File: src/pkg/gov_io_pkg.sv
package gov_io_pkg;

	// ----------------------------------------------------------------
	// Holding register indices on the host serial port
	// ----------------------------------------------------------------
	localparam logic [15:0] REG_AOUT_ONE = 16'h0002;
	localparam logic [15:0] REG_AOUT_TWO = 16'h0003;
	localparam logic [15:0] REG_AOUT_FOUR = 16'h0004;
	localparam logic [15:0] REG_SPARE_A = 16'h0010;
	localparam logic [15:0] REG_SRC_CFG = 16'h0011;
	localparam logic [15:0] REG_STATUS = 16'h0012;
	localparam logic [15:0] REG_RIO_OUT_BASE = 16'h0020;
	localparam logic [15:0] REG_RIO_IN_BASE = 16'h0030;
	localparam logic [15:0] REG_RESET_VAL = 16'h0000;

	// ----------------------------------------------------------------
	// Analog output source codes
	// ----------------------------------------------------------------
	localparam logic [2:0] SRC_SPEED = 3'h1;
	localparam logic [2:0] SRC_SPEED_REF = 3'h2;
	localparam logic [2:0] SRC_FUEL = 3'h3;
	localparam logic [2:0] SRC_REV_FUEL = 3'h4;
	localparam logic [2:0] SRC_TORSION = 3'h5;
	localparam logic [2:0] SRC_REMOTE_SP = 3'h6;
	localparam logic [2:0] SRC_SERIAL = 3'h7;

	// Source field positions in the source configuration register
	localparam int SRC_ONE_LSB = 0;
	localparam int SRC_TWO_LSB = 4;
	localparam int SRC_FOUR_LSB = 8;

	// Default scaling: full scale of each default source
	localparam logic [15:0] SPEED_FULL_RPM = 16'd1300;
	localparam logic [15:0] FUEL_FULL_PCT = 16'd100;

	// ----------------------------------------------------------------
	// Remote I/O on the field network channel
	// ----------------------------------------------------------------
	localparam int RIO_MAX = 9;
	localparam int RIO_IDX_W = 4;

	// Alarm and shutdown latch widths
	localparam int ALARM_W = 8;
	localparam int SHUT_W = 8;

	// Status register bit positions
	localparam int ST_SPARE_A = 0;
	localparam int ST_ALARM = 1;
	localparam int ST_SHUT = 2;
	localparam int ST_SFO = 3;

endpackage

File: src/core/gov_discrete_io.sv
`timescale 1ns/1ps
module gov_discrete_io
	import gov_io_pkg::*;
(
	// Clock and reset
	input wire logic CLK,
	input wire logic RST_B,
	// Contact inputs A, B, C
	input wire logic SPARE_A_IN,
	input wire logic ALARM_RESET_IN,
	input wire logic SPEED_FAIL_OVR_IN,
	// Speed pickup health
	input wire logic SPEED_PICKUP_ONE_FAIL,
	input wire logic SPEED_PICKUP_TWO_FAIL,
	// Configuration
	input wire logic REVERSE_ACTING,
	input wire logic [ALARM_W-1:0] ALARM_CFG,
	input wire logic [SHUT_W-1:0] SHUT_CFG,
	// Raw abnormal conditions
	input wire logic [ALARM_W-1:0] ALARM_COND,
	input wire logic [SHUT_W-1:0] SHUT_COND,
	// Software reset switch from service tools
	input wire logic SW_RESET,
	// Control values for the analog outputs
	input wire logic [15:0] ENGINE_SPEED,
	input wire logic [15:0] SPEED_REF,
	input wire logic [15:0] FUEL_DEMAND,
	input wire logic [15:0] REV_FUEL_DEMAND,
	input wire logic [15:0] TORSION_LEVEL,
	input wire logic [15:0] REMOTE_SETPOINT,
	// Host serial port register access
	input wire logic HOST_WR,
	input wire logic HOST_RD,
	input wire logic [15:0] HOST_ADDR,
	input wire logic [15:0] HOST_WDATA,
	input wire logic HOST_RESET_CMD,
	output logic [15:0] HOST_RDATA,
	output logic HOST_RVALID,
	// Aux serial port and programmer port read access to remote inputs
	input wire logic [RIO_IDX_W-1:0] AUX_RIO_IDX,
	output logic [15:0] AUX_RIO_DATA,
	input wire logic [RIO_IDX_W-1:0] PROG_RIO_IDX,
	output logic [15:0] PROG_RIO_DATA,
	// Field network channel one
	input wire logic RIO_IN_WE,
	input wire logic [RIO_IDX_W-1:0] RIO_IN_IDX,
	input wire logic [15:0] RIO_IN_DATA,
	output logic [RIO_MAX*16-1:0] RIO_OUT,
	// Field network channel two
	output logic NET_TWO_TX,
	output logic NET_TWO_TX_EN,
	// Lamps and contact indicators
	output logic LAMP_ONE,
	output logic LAMP_TWO,
	output logic LAMP_THREE,
	output logic LAMP_FOUR,
	output logic [2:0] CONTACT_LAMP,
	// Analog outputs one, two, four
	output logic [15:0] AOUT_ONE,
	output logic [15:0] AOUT_TWO,
	output logic [15:0] AOUT_FOUR,
	// Speed and fuel control
	output logic SPEED_LOSS_SHUTDOWN,
	output logic FUEL_RISE_ALLOW,
	output logic FUEL_FORCE_INCREASE
);

	// ----------------------------------------------------------------
	// Declarations
	// ----------------------------------------------------------------
	logic spare_a;
	logic reset_in;
	logic sfo;
	logic reset_rise;
	logic reset_pulse;
	logic [ALARM_W-1:0] alarm_latch;
	logic [SHUT_W-1:0] shut_latch;
	logic [15:0] aout_one_reg;
	logic [15:0] aout_two_reg;
	logic [15:0] aout_four_reg;
	logic [11:0] src_cfg;
	logic [15:0] rio_out_mem [RIO_MAX];
	logic [15:0] rio_in_mem [RIO_MAX];
	logic [15:0] next_aout_one;
	logic [15:0] next_aout_two;
	logic [15:0] next_aout_four;
	logic [15:0] speed_scaled;
	logic [15:0] ref_scaled;
	logic [15:0] fuel_scaled;
	logic both_lost;
	logic [15:0] rd_mux;
	logic [15:0] rio_in_off;
	logic [15:0] rio_out_off;

	// ----------------------------------------------------------------
	// Contact inputs
	// ----------------------------------------------------------------
	contact_qualifier u_spare_a (
		.clk(CLK),
		.rst_b(RST_B),
		.raw(SPARE_A_IN),
		.state(spare_a),
		.rise()
	);

	contact_qualifier u_alarm_reset (
		.clk(CLK),
		.rst_b(RST_B),
		.raw(ALARM_RESET_IN),
		.state(reset_in),
		.rise(reset_rise)
	);

	contact_qualifier u_speed_fail_ovr (
		.clk(CLK),
		.rst_b(RST_B),
		.raw(SPEED_FAIL_OVR_IN),
		.state(sfo),
		.rise()
	);

	// Indicator lamps follow the qualified TRUE state only
	always_ff @(posedge CLK or negedge RST_B) begin
		if (!RST_B) begin
			CONTACT_LAMP <= 3'h0;
		end else begin
			CONTACT_LAMP <= {sfo, reset_in, spare_a};
		end
	end

	// ----------------------------------------------------------------
	// Alarm reset request
	// ----------------------------------------------------------------
	// Contact is edge-only, so a held contact cannot keep latches clear; host and software resets act as levels
	assign reset_pulse = reset_rise | HOST_RESET_CMD | SW_RESET;

	// Latches: a condition present in the reset cycle stays latched
	always_ff @(posedge CLK or negedge RST_B) begin
		if (!RST_B) begin
			alarm_latch <= '0;
			shut_latch <= '0;
		end else if (reset_pulse) begin
			// Set wins: an abnormal condition keeps or sets its bit
			alarm_latch <= ALARM_COND & ALARM_CFG;
			shut_latch <= SHUT_COND & SHUT_CFG;
		end else begin
			alarm_latch <= alarm_latch | (ALARM_COND & ALARM_CFG);
			shut_latch <= shut_latch | (SHUT_COND & SHUT_CFG);
		end
	end

	// ----------------------------------------------------------------
	// Status lamps
	// ----------------------------------------------------------------
	always_ff @(posedge CLK or negedge RST_B) begin
		if (!RST_B) begin
			LAMP_ONE <= 1'b0;
			LAMP_TWO <= 1'b0;
			LAMP_THREE <= 1'b0;
			LAMP_FOUR <= 1'b0;
		end else begin
			LAMP_ONE <= SPEED_PICKUP_ONE_FAIL;
			LAMP_TWO <= SPEED_PICKUP_TWO_FAIL;
			LAMP_THREE <= |alarm_latch;
			LAMP_FOUR <= |shut_latch | SPEED_LOSS_SHUTDOWN;
		end
	end

	// ----------------------------------------------------------------
	// Speed-fail override
	// ----------------------------------------------------------------
	// Direct-acting plants must hold the contact open while running
	assign both_lost = SPEED_PICKUP_ONE_FAIL & SPEED_PICKUP_TWO_FAIL;

	always_ff @(posedge CLK or negedge RST_B) begin
		if (!RST_B) begin
			SPEED_LOSS_SHUTDOWN <= 1'b0;
			FUEL_RISE_ALLOW <= 1'b0;
			FUEL_FORCE_INCREASE <= 1'b0;
		end else begin
			SPEED_LOSS_SHUTDOWN <= both_lost & ~sfo;
			FUEL_RISE_ALLOW <= sfo | ~both_lost;
			FUEL_FORCE_INCREASE <= sfo & REVERSE_ACTING & both_lost;
		end
	end

	// ----------------------------------------------------------------
	// Host serial writes
	// ----------------------------------------------------------------
	always_ff @(posedge CLK or negedge RST_B) begin
		if (!RST_B) begin
			aout_one_reg <= REG_RESET_VAL;
			aout_two_reg <= REG_RESET_VAL;
			aout_four_reg <= REG_RESET_VAL;
			src_cfg <= '0;
		end else if (HOST_WR) begin
			case (HOST_ADDR)
				REG_AOUT_ONE: aout_one_reg <= HOST_WDATA;
				REG_AOUT_TWO: aout_two_reg <= HOST_WDATA;
				REG_AOUT_FOUR: aout_four_reg <= HOST_WDATA;
				REG_SRC_CFG: src_cfg <= HOST_WDATA[11:0];
				default: src_cfg <= src_cfg;
			endcase
		end
	end

	// Remote module outputs come only from host writes
	assign rio_out_off = HOST_ADDR - REG_RIO_OUT_BASE;

	always_ff @(posedge CLK or negedge RST_B) begin
		if (!RST_B) begin
			for (int i = 0; i < RIO_MAX; i++) begin
				rio_out_mem[i] <= '0;
			end
		end else if (HOST_WR && HOST_ADDR >= REG_RIO_OUT_BASE
				&& rio_out_off < 16'(RIO_MAX)) begin
			rio_out_mem[rio_out_off[RIO_IDX_W-1:0]] <= HOST_WDATA;
		end
	end

	// Nine-module image of remote inputs; higher indices dropped
	always_ff @(posedge CLK or negedge RST_B) begin
		if (!RST_B) begin
			for (int i = 0; i < RIO_MAX; i++) begin
				rio_in_mem[i] <= '0;
			end
		end else if (RIO_IN_WE && RIO_IN_IDX < RIO_IDX_W'(RIO_MAX)) begin
			rio_in_mem[RIO_IN_IDX] <= RIO_IN_DATA;
		end
	end

	// Flatten remote outputs onto the network port
	always_ff @(posedge CLK or negedge RST_B) begin
		if (!RST_B) begin
			RIO_OUT <= '0;
		end else begin
			for (int i = 0; i < RIO_MAX; i++) begin
				RIO_OUT[i*16 +: 16] <= rio_out_mem[i];
			end
		end
	end

	// Second channel never transmits
	always_ff @(posedge CLK or negedge RST_B) begin
		if (!RST_B) begin
			NET_TWO_TX <= 1'b0;
			NET_TWO_TX_EN <= 1'b0;
		end else begin
			NET_TWO_TX <= 1'b0;
			NET_TWO_TX_EN <= 1'b0;
		end
	end

	// ----------------------------------------------------------------
	// Host serial reads
	// ----------------------------------------------------------------
	assign rio_in_off = HOST_ADDR - REG_RIO_IN_BASE;

	always_comb begin
		rd_mux = 16'h0000;
		if (HOST_ADDR == REG_AOUT_ONE) begin
			rd_mux = aout_one_reg;
		end else if (HOST_ADDR == REG_AOUT_TWO) begin
			rd_mux = aout_two_reg;
		end else if (HOST_ADDR == REG_AOUT_FOUR) begin
			rd_mux = aout_four_reg;
		end else if (HOST_ADDR == REG_SPARE_A) begin
			rd_mux = {15'h0000, spare_a};
		end else if (HOST_ADDR == REG_SRC_CFG) begin
			rd_mux = {4'h0, src_cfg};
		end else if (HOST_ADDR == REG_STATUS) begin
			rd_mux[ST_SPARE_A] = spare_a;
			rd_mux[ST_ALARM] = |alarm_latch;
			rd_mux[ST_SHUT] = |shut_latch;
			rd_mux[ST_SFO] = sfo;
		end else if (HOST_ADDR >= REG_RIO_IN_BASE && rio_in_off < 16'(RIO_MAX)) begin
			rd_mux = rio_in_mem[rio_in_off[RIO_IDX_W-1:0]];
		end else if (HOST_ADDR >= REG_RIO_OUT_BASE && rio_out_off < 16'(RIO_MAX)) begin
			rd_mux = rio_out_mem[rio_out_off[RIO_IDX_W-1:0]];
		end
	end

	// Read answer one cycle after the request
	always_ff @(posedge CLK or negedge RST_B) begin
		if (!RST_B) begin
			HOST_RDATA <= 16'h0000;
			HOST_RVALID <= 1'b0;
		end else begin
			HOST_RVALID <= HOST_RD;
			HOST_RDATA <= HOST_RD ? rd_mux : HOST_RDATA;
		end
	end

	// Aux serial and programmer ports see the same remote inputs
	always_ff @(posedge CLK or negedge RST_B) begin
		if (!RST_B) begin
			AUX_RIO_DATA <= 16'h0000;
			PROG_RIO_DATA <= 16'h0000;
		end else begin
			AUX_RIO_DATA <= (AUX_RIO_IDX < RIO_IDX_W'(RIO_MAX))
				? rio_in_mem[AUX_RIO_IDX] : 16'h0000;
			PROG_RIO_DATA <= (PROG_RIO_IDX < RIO_IDX_W'(RIO_MAX))
				? rio_in_mem[PROG_RIO_IDX] : 16'h0000;
		end
	end

	// ----------------------------------------------------------------
	// Analog outputs
	// ----------------------------------------------------------------
	// Clamp to default full scale; values above it saturate
	assign speed_scaled = (ENGINE_SPEED > SPEED_FULL_RPM) ? SPEED_FULL_RPM : ENGINE_SPEED;
	assign ref_scaled = (SPEED_REF > SPEED_FULL_RPM) ? SPEED_FULL_RPM : SPEED_REF;
	assign fuel_scaled = (FUEL_DEMAND > FUEL_FULL_PCT) ? FUEL_FULL_PCT : FUEL_DEMAND;

	aout_mux u_mux_one (
		.sel(src_cfg[SRC_ONE_LSB +: 3]),
		.dflt(SRC_SPEED),
		.speed(speed_scaled),
		.speed_ref(ref_scaled),
		.fuel(fuel_scaled),
		.rev_fuel(REV_FUEL_DEMAND),
		.torsion(TORSION_LEVEL),
		.remote_sp(REMOTE_SETPOINT),
		.serial_val(aout_one_reg),
		.value(next_aout_one)
	);

	aout_mux u_mux_two (
		.sel(src_cfg[SRC_TWO_LSB +: 3]),
		.dflt(SRC_SPEED_REF),
		.speed(speed_scaled),
		.speed_ref(ref_scaled),
		.fuel(fuel_scaled),
		.rev_fuel(REV_FUEL_DEMAND),
		.torsion(TORSION_LEVEL),
		.remote_sp(REMOTE_SETPOINT),
		.serial_val(aout_two_reg),
		.value(next_aout_two)
	);

	aout_mux u_mux_four (
		.sel(src_cfg[SRC_FOUR_LSB +: 3]),
		.dflt(SRC_FUEL),
		.speed(speed_scaled),
		.speed_ref(ref_scaled),
		.fuel(fuel_scaled),
		.rev_fuel(REV_FUEL_DEMAND),
		.torsion(TORSION_LEVEL),
		.remote_sp(REMOTE_SETPOINT),
		.serial_val(aout_four_reg),
		.value(next_aout_four)
	);

	// Register the selected values
	always_ff @(posedge CLK or negedge RST_B) begin
		if (!RST_B) begin
			AOUT_ONE <= 16'h0000;
			AOUT_TWO <= 16'h0000;
			AOUT_FOUR <= 16'h0000;
		end else begin
			AOUT_ONE <= next_aout_one;
			AOUT_TWO <= next_aout_two;
			AOUT_FOUR <= next_aout_four;
		end
	end

endmodule

File: src/core/contact_qualifier.sv
`timescale 1ns/1ps
module contact_qualifier
	import gov_io_pkg::*;
(
	// Clock and reset
	input wire logic clk,
	input wire logic rst_b,
	// Raw contact and qualified state
	input wire logic raw,
	output logic state,
	output logic rise
);

	logic sync1;
	logic sync2;

	// ----------------------------------------------------------------
	// Two-stage sampling, then edge of the qualified level
	// ----------------------------------------------------------------
	// Synchroniser first stage is read only by the second
	always_ff @(posedge clk or negedge rst_b) begin
		if (!rst_b) begin
			sync1 <= 1'b0;
			sync2 <= 1'b0;
		end else begin
			sync1 <= raw;
			sync2 <= sync1;
		end
	end

	// Voltage present reads TRUE, open reads FALSE
	always_ff @(posedge clk or negedge rst_b) begin
		if (!rst_b) begin
			state <= 1'b0;
		end else begin
			state <= sync2;
		end
	end

	// One-cycle pulse on FALSE to TRUE only
	assign rise = sync2 & ~state;

endmodule

File: src/core/aout_mux.sv
`timescale 1ns/1ps
module aout_mux
	import gov_io_pkg::*;
(
	// Selection code and candidate values
	input wire logic [2:0] sel,
	input wire logic [2:0] dflt,
	input wire logic [15:0] speed,
	input wire logic [15:0] speed_ref,
	input wire logic [15:0] fuel,
	input wire logic [15:0] rev_fuel,
	input wire logic [15:0] torsion,
	input wire logic [15:0] remote_sp,
	input wire logic [15:0] serial_val,
	output logic [15:0] value
);

	logic [2:0] eff;

	// Unconfigured code 0 falls back to the output's default source
	assign eff = (sel == 3'h0) ? dflt : sel;

	// ----------------------------------------------------------------
	// Source select
	// ----------------------------------------------------------------
	always_comb begin
		case (eff)
			SRC_SPEED: value = speed;
			SRC_SPEED_REF: value = speed_ref;
			SRC_FUEL: value = fuel;
			SRC_REV_FUEL: value = rev_fuel;
			SRC_TORSION: value = torsion;
			SRC_REMOTE_SP: value = remote_sp;
			SRC_SERIAL: value = serial_val;
			default: value = 16'h0000;
		endcase
	end

endmodule

File: config.mk
export PLATFORM = sky130hd
export DESIGN_NAME = gov_discrete_io
export DESIGN_NICKNAME = d
export VERILOG_FILES = /design/src/pkg/gov_io_pkg.sv /design/src/core/gov_discrete_io.sv /design/src/core/contact_qualifier.sv /design/src/core/aout_mux.sv
export SDC_FILE = /design/constraint.sdc
export NUM_CORES = 1
export LEC_CHECK = 0
export BUFFER_PORTS_ARGS = -buffer_cell sky130_fd_sc_hd__buf_2
export CORE_ASPECT_RATIO = 0.7
export CORE_MARGIN = 8
export CORE_UTILIZATION = 48
export CTS_CLUSTER_DIAMETER = 120
export DETAILED_ROUTE_END_ITERATION = 8
export PLACE_DENSITY = 0.72
export SKIP_CTS_REPAIR_TIMING = 1
export SYNTH_ARGS = -nofsm -noshare
export SYNTH_HDL_FRONTEND = slang
export SYNTH_SLANG_ARGS = --single-unit
export TNS_END_PERCENT = 30
File: constraint.sdc
create_clock -name CLK -period 2.1 [get_ports CLK]
set_clock_uncertainty 0.15 [all_clocks]
set_input_delay 0.315 -clock CLK [delete_from_list [all_inputs] [get_ports CLK]]
set_output_delay 0.315 -clock CLK [all_outputs]
set_load 0.01 [all_outputs]
==> results.sh <==
export IMPL_status="complete, but fails checks"
export IMPL_violations="hold timing, setup timing"
export IMPL_die_y_um=220.2
export IMPL_synth_cell_type_count=80
export IMPL_vias=21835
export IMPL_syn_area_mm2=0.02859
export IMPL_grt_pass1_wl_um=148200
export IMPL_insertion_delay_ns=0.64
export IMPL_setup_violations=1
export IMPL_slowest_delay_ns=0.42
export IMPL_nFillCells=4422
export IMPL_cts_buffers=60
export IMPL_p_sw_share_pct=25.76
export IMPL_wl_um=100400
export IMPL_rsz0062_at_grt="yes"
export IMPL_slew_headroom_pct=54.71
export IMPL_antenna_found_initial=20
export IMPL_core_mm2=0.05940
export IMPL_final_antenna_net_count=0
export IMPL_ys_seq_area_share_pct=54.62
export IMPL_whs_ns=-0.01083
export IMPL_grt_usage_pct=28.91
export IMPL_combPwrFrac_pct=14.0
export IMPL_start_util_pct=48.13
export IMPL_tritoncts="built"
export IMPL_first_global_vias=22771
export IMPL_crit_path_max_fanout=2
export IMPL_slowest_stage="dfrtp_1"
export IMPL_grt_overflow_total=0
export IMPL_max_freq_mhz=440.8
export IMPL_place_congestion=0.9509
export IMPL_detailedPlacementHpwl_um=73140
export IMPL_root_buffer="clkbuf_16"
export IMPL_peakVddDrop_uv=604.7
export IMPL_fp_row_count=75
export IMPL_area_delta_synth_final_pct=31.35
export IMPL_clockPowerShare_pct=39.1
export IMPL_clockBufferDepth=3
export IMPL_worstMarginPinSlew_ns=0.6793
export IMPL_async_flop_share_pct=100.0
export IMPL_grt_max_degree=121
export IMPL_ys_ff_latch=624
export IMPL_htreeDepth=2
export IMPL_clkSinkCount=624
export IMPL_drv_slew=0
export IMPL_internal_power_mw=21.63
export IMPL_leakagePower_nw=18.14
export IMPL_viasPerCell=5.954
export IMPL_worst_slack_ns=-0.1689
export IMPL_critPathLaunchType="register"
export IMPL_worst_setup_path_type="register to register"
export IMPL_synth_warnings=0
export IMPL_drive_above_1_share_pct=52.47
export IMPL_io_buffers=451
export IMPL_hp_class="input port to register"
export IMPL_syn_inst=2012
export IMPL_syn_avg_cell_area_um2=14.21
export IMPL_finalSetupTns_ns=-0.1689
export IMPL_ios=454
export IMPL_top_regs="RIO_OUT: 144 flops, rio_in_mem: 144 flops, rio_out_mem: 144 flops"
export IMPL_ys_flop_type="dfrtp_1"
export IMPL_drtPass1Iterations=5
export IMPL_arrival_ns=2.65
export IMPL_layout_worst_path_cycle_share_pct=108.0
export IMPL_wl_per_cell_um=27.38
export IMPL_die_area_mm2=0.06775
export IMPL_crit_path_end_kind="register"
export IMPL_power_density_mw_per_mm2=776.0
export IMPL_cp_required_ns=2.48
export IMPL_die_x_um=307.7
export IMPL_maxCapViolCount=0
export IMPL_final_nets=3000
export IMPL_switchingPower_mw=7.507
export IMPL_path_clk_slew_ns=0.07
export IMPL_synth_edf_count=0
export IMPL_p_seq_share_pct=46.9
export IMPL_layout_min_cycle_time_ns=2.269
export IMPL_post_route_drc_count=0
export IMPL_drt_iter0_markers=2013
export IMPL_hold_violations=3
export IMPL_crit_path_cell_trace="nor4_1 > buf_4 > a21oi_2 > or2_4 > a222oi_1 > o31ai_1 > a221o_1"
-- cells in the mapped netlist, drive strengths merged, types with 15 or more instances --
| cell | instances | area, µm² |
|---|---|---|
| clkbuf | 88 | 330.3 |
| o21ai | 65 | 325.3 |
| dfrtp | 624 | 15610 |
| inv | 16 | 60.06 |
| a21oi | 27 | 135.1 |
| a22o | 20 | 175.2 |
| mux2i | 57 | 570.6 |
| nand3 | 27 | 172.7 |
| and2 | 29 | 181.4 |
| nand2 | 119 | 449.2 |
| nor2 | 72 | 275.3 |
| a31oi | 15 | 93.84 |
| mux4 | 158 | 3558 |
| nor2b | 24 | 150.1 |
| mux2 | 373 | 4238 |
| buf | 61 | 326.6 |
| o22ai | 21 | 131.4 |
-- critical path: cells and delay by family (launching register included) --
family | cells | cell delay, ns
AOI/OAI and AO/OA | 4 | 0.83
and+or+nand+nor | 2 | 0.55
DFF | 1 | 0.42
buffers and inverters | 1 | 0.21
-- power by group through the flow --
stage | Clock [mW] | Combinational [mW] | Sequential, mW
final | 11.4 | 4.09 | 13.7
after global routing | 12.1 | 4.37 | 13.8
after CTS | 11.5 | 3.94 | 13.6
after detailed placement | 0 | 3.92 | 13.8
after global placement | 0 | 3.82 | 13.7
after floorplan | 0 | 2.20 | 13.6
-- placed cells by master, fill, tap and decap left out, drive strengths merged, types with 17 or more instances in the layout --
cell,synthesis,routed
dfrtp,624,624
nand2,119,119
inv,16,17
nor2b,24,24
o21ai,65,65
and2,29,29
clkbuf,88,81
mux4,158,158
dlygate4sd3,0,78
mux2,373,373
nand3,27,27
a21oi,27,27
nor2,72,72
clkinv,0,21
o22ai,21,21
buf,61,793
a22o,20,20
mux2i,57,57
-- worst paths after layout --
| path | startpoint | endpoint | slack [ns] | cells after the start |
|---|---|---|---|---|
| max | shut_latch[0]$_DFF_PN0_ | HOST_RDATA[2]$_DFFE_PN0P_ | -0.17 | 7 |
| min | SPEED_REF[3] | AOUT_TWO[3]$_DFF_PN0_ | -0.01 | 4 |
| max reg2reg | shut_latch[0]$_DFF_PN0_ | HOST_RDATA[2]$_DFFE_PN0P_ | -0.17 | 7 |
| min reg2reg | u_speed_fail_ovr.sync2$_DFF_PN0_ | u_speed_fail_ovr.state$_DFF_PN0_ | 0.20 | 0 |
| max in group asynchronous | RST_B | aout_four_reg[8]$_DFFE_PN0P_ | 0.69 | 3 |
| min in group asynchronous | RST_B | aout_four_reg[4]$_DFFE_PN0P_ | 0.20 | 3 |
-- cell type report --
type | instances | area, µm² | area share, %
flip-flops and latches | 624 | 15620 | 41.58
multi-input cells | 1224 | 12560 | 33.45
repair buffers | 871 | 6175 | 16.44
clock buffers | 81 | 1752 | 4.665
well taps | 808 | 1011 | 2.692
clock inverters | 33 | 352.8 | 0.9397
inverters | 16 | 60.06 | 0.1599
diodes | 10 | 25.02 | 0.06664
-- stage by stage --
step | instance area (µm²) | worst slack (ns) | instances | power [mW] | utilization, %
6_report | 37550 | -0.1689 | 3667 | 29.14 | 63.21
5_1_grt | 37550 | -0.2878 | 3666 | 30.18 | 63.21
4_1_cts | 36570 | -0.2220 | 3576 | 29.08 | 61.57
3_5_place_dp | 34470 | -0.6327 | 3462 | 17.75 | 58.02
3_3_place_gp | 34470 | -0.6087 | 3462 | 17.55 | 58.02
2_1_floorplan | 28830 | -0.2869 | 2013 | 15.83 | -
-- cell families (layout without fill, tap and decap cells) --
kind of cell             Yosys count  after routing  share of synthesized area, %
flip-flops                       624            624                         54.62
buffers and inverters            165           1001                         2.508
XOR/XNOR                           2              2                       0.06128
adder cells (fa/ha/maj)            2              2                       0.08752
AND/OR/NAND/NOR                  359            359                         6.617
multiplexers                     588            588                         29.27
other                              1             12                       0.01312
AO/OA/AOI/OAI                    271            271                         6.827
-- layer usage --
metal / wire (µm) / track usage [%]
met1: 40900 / 39.61
met2: 46590 / 45.21
met3: 9949 / 7.895
met4: 2905 / 8.728
met5: 61 / 0
Power figures use the tool's default switching activity.
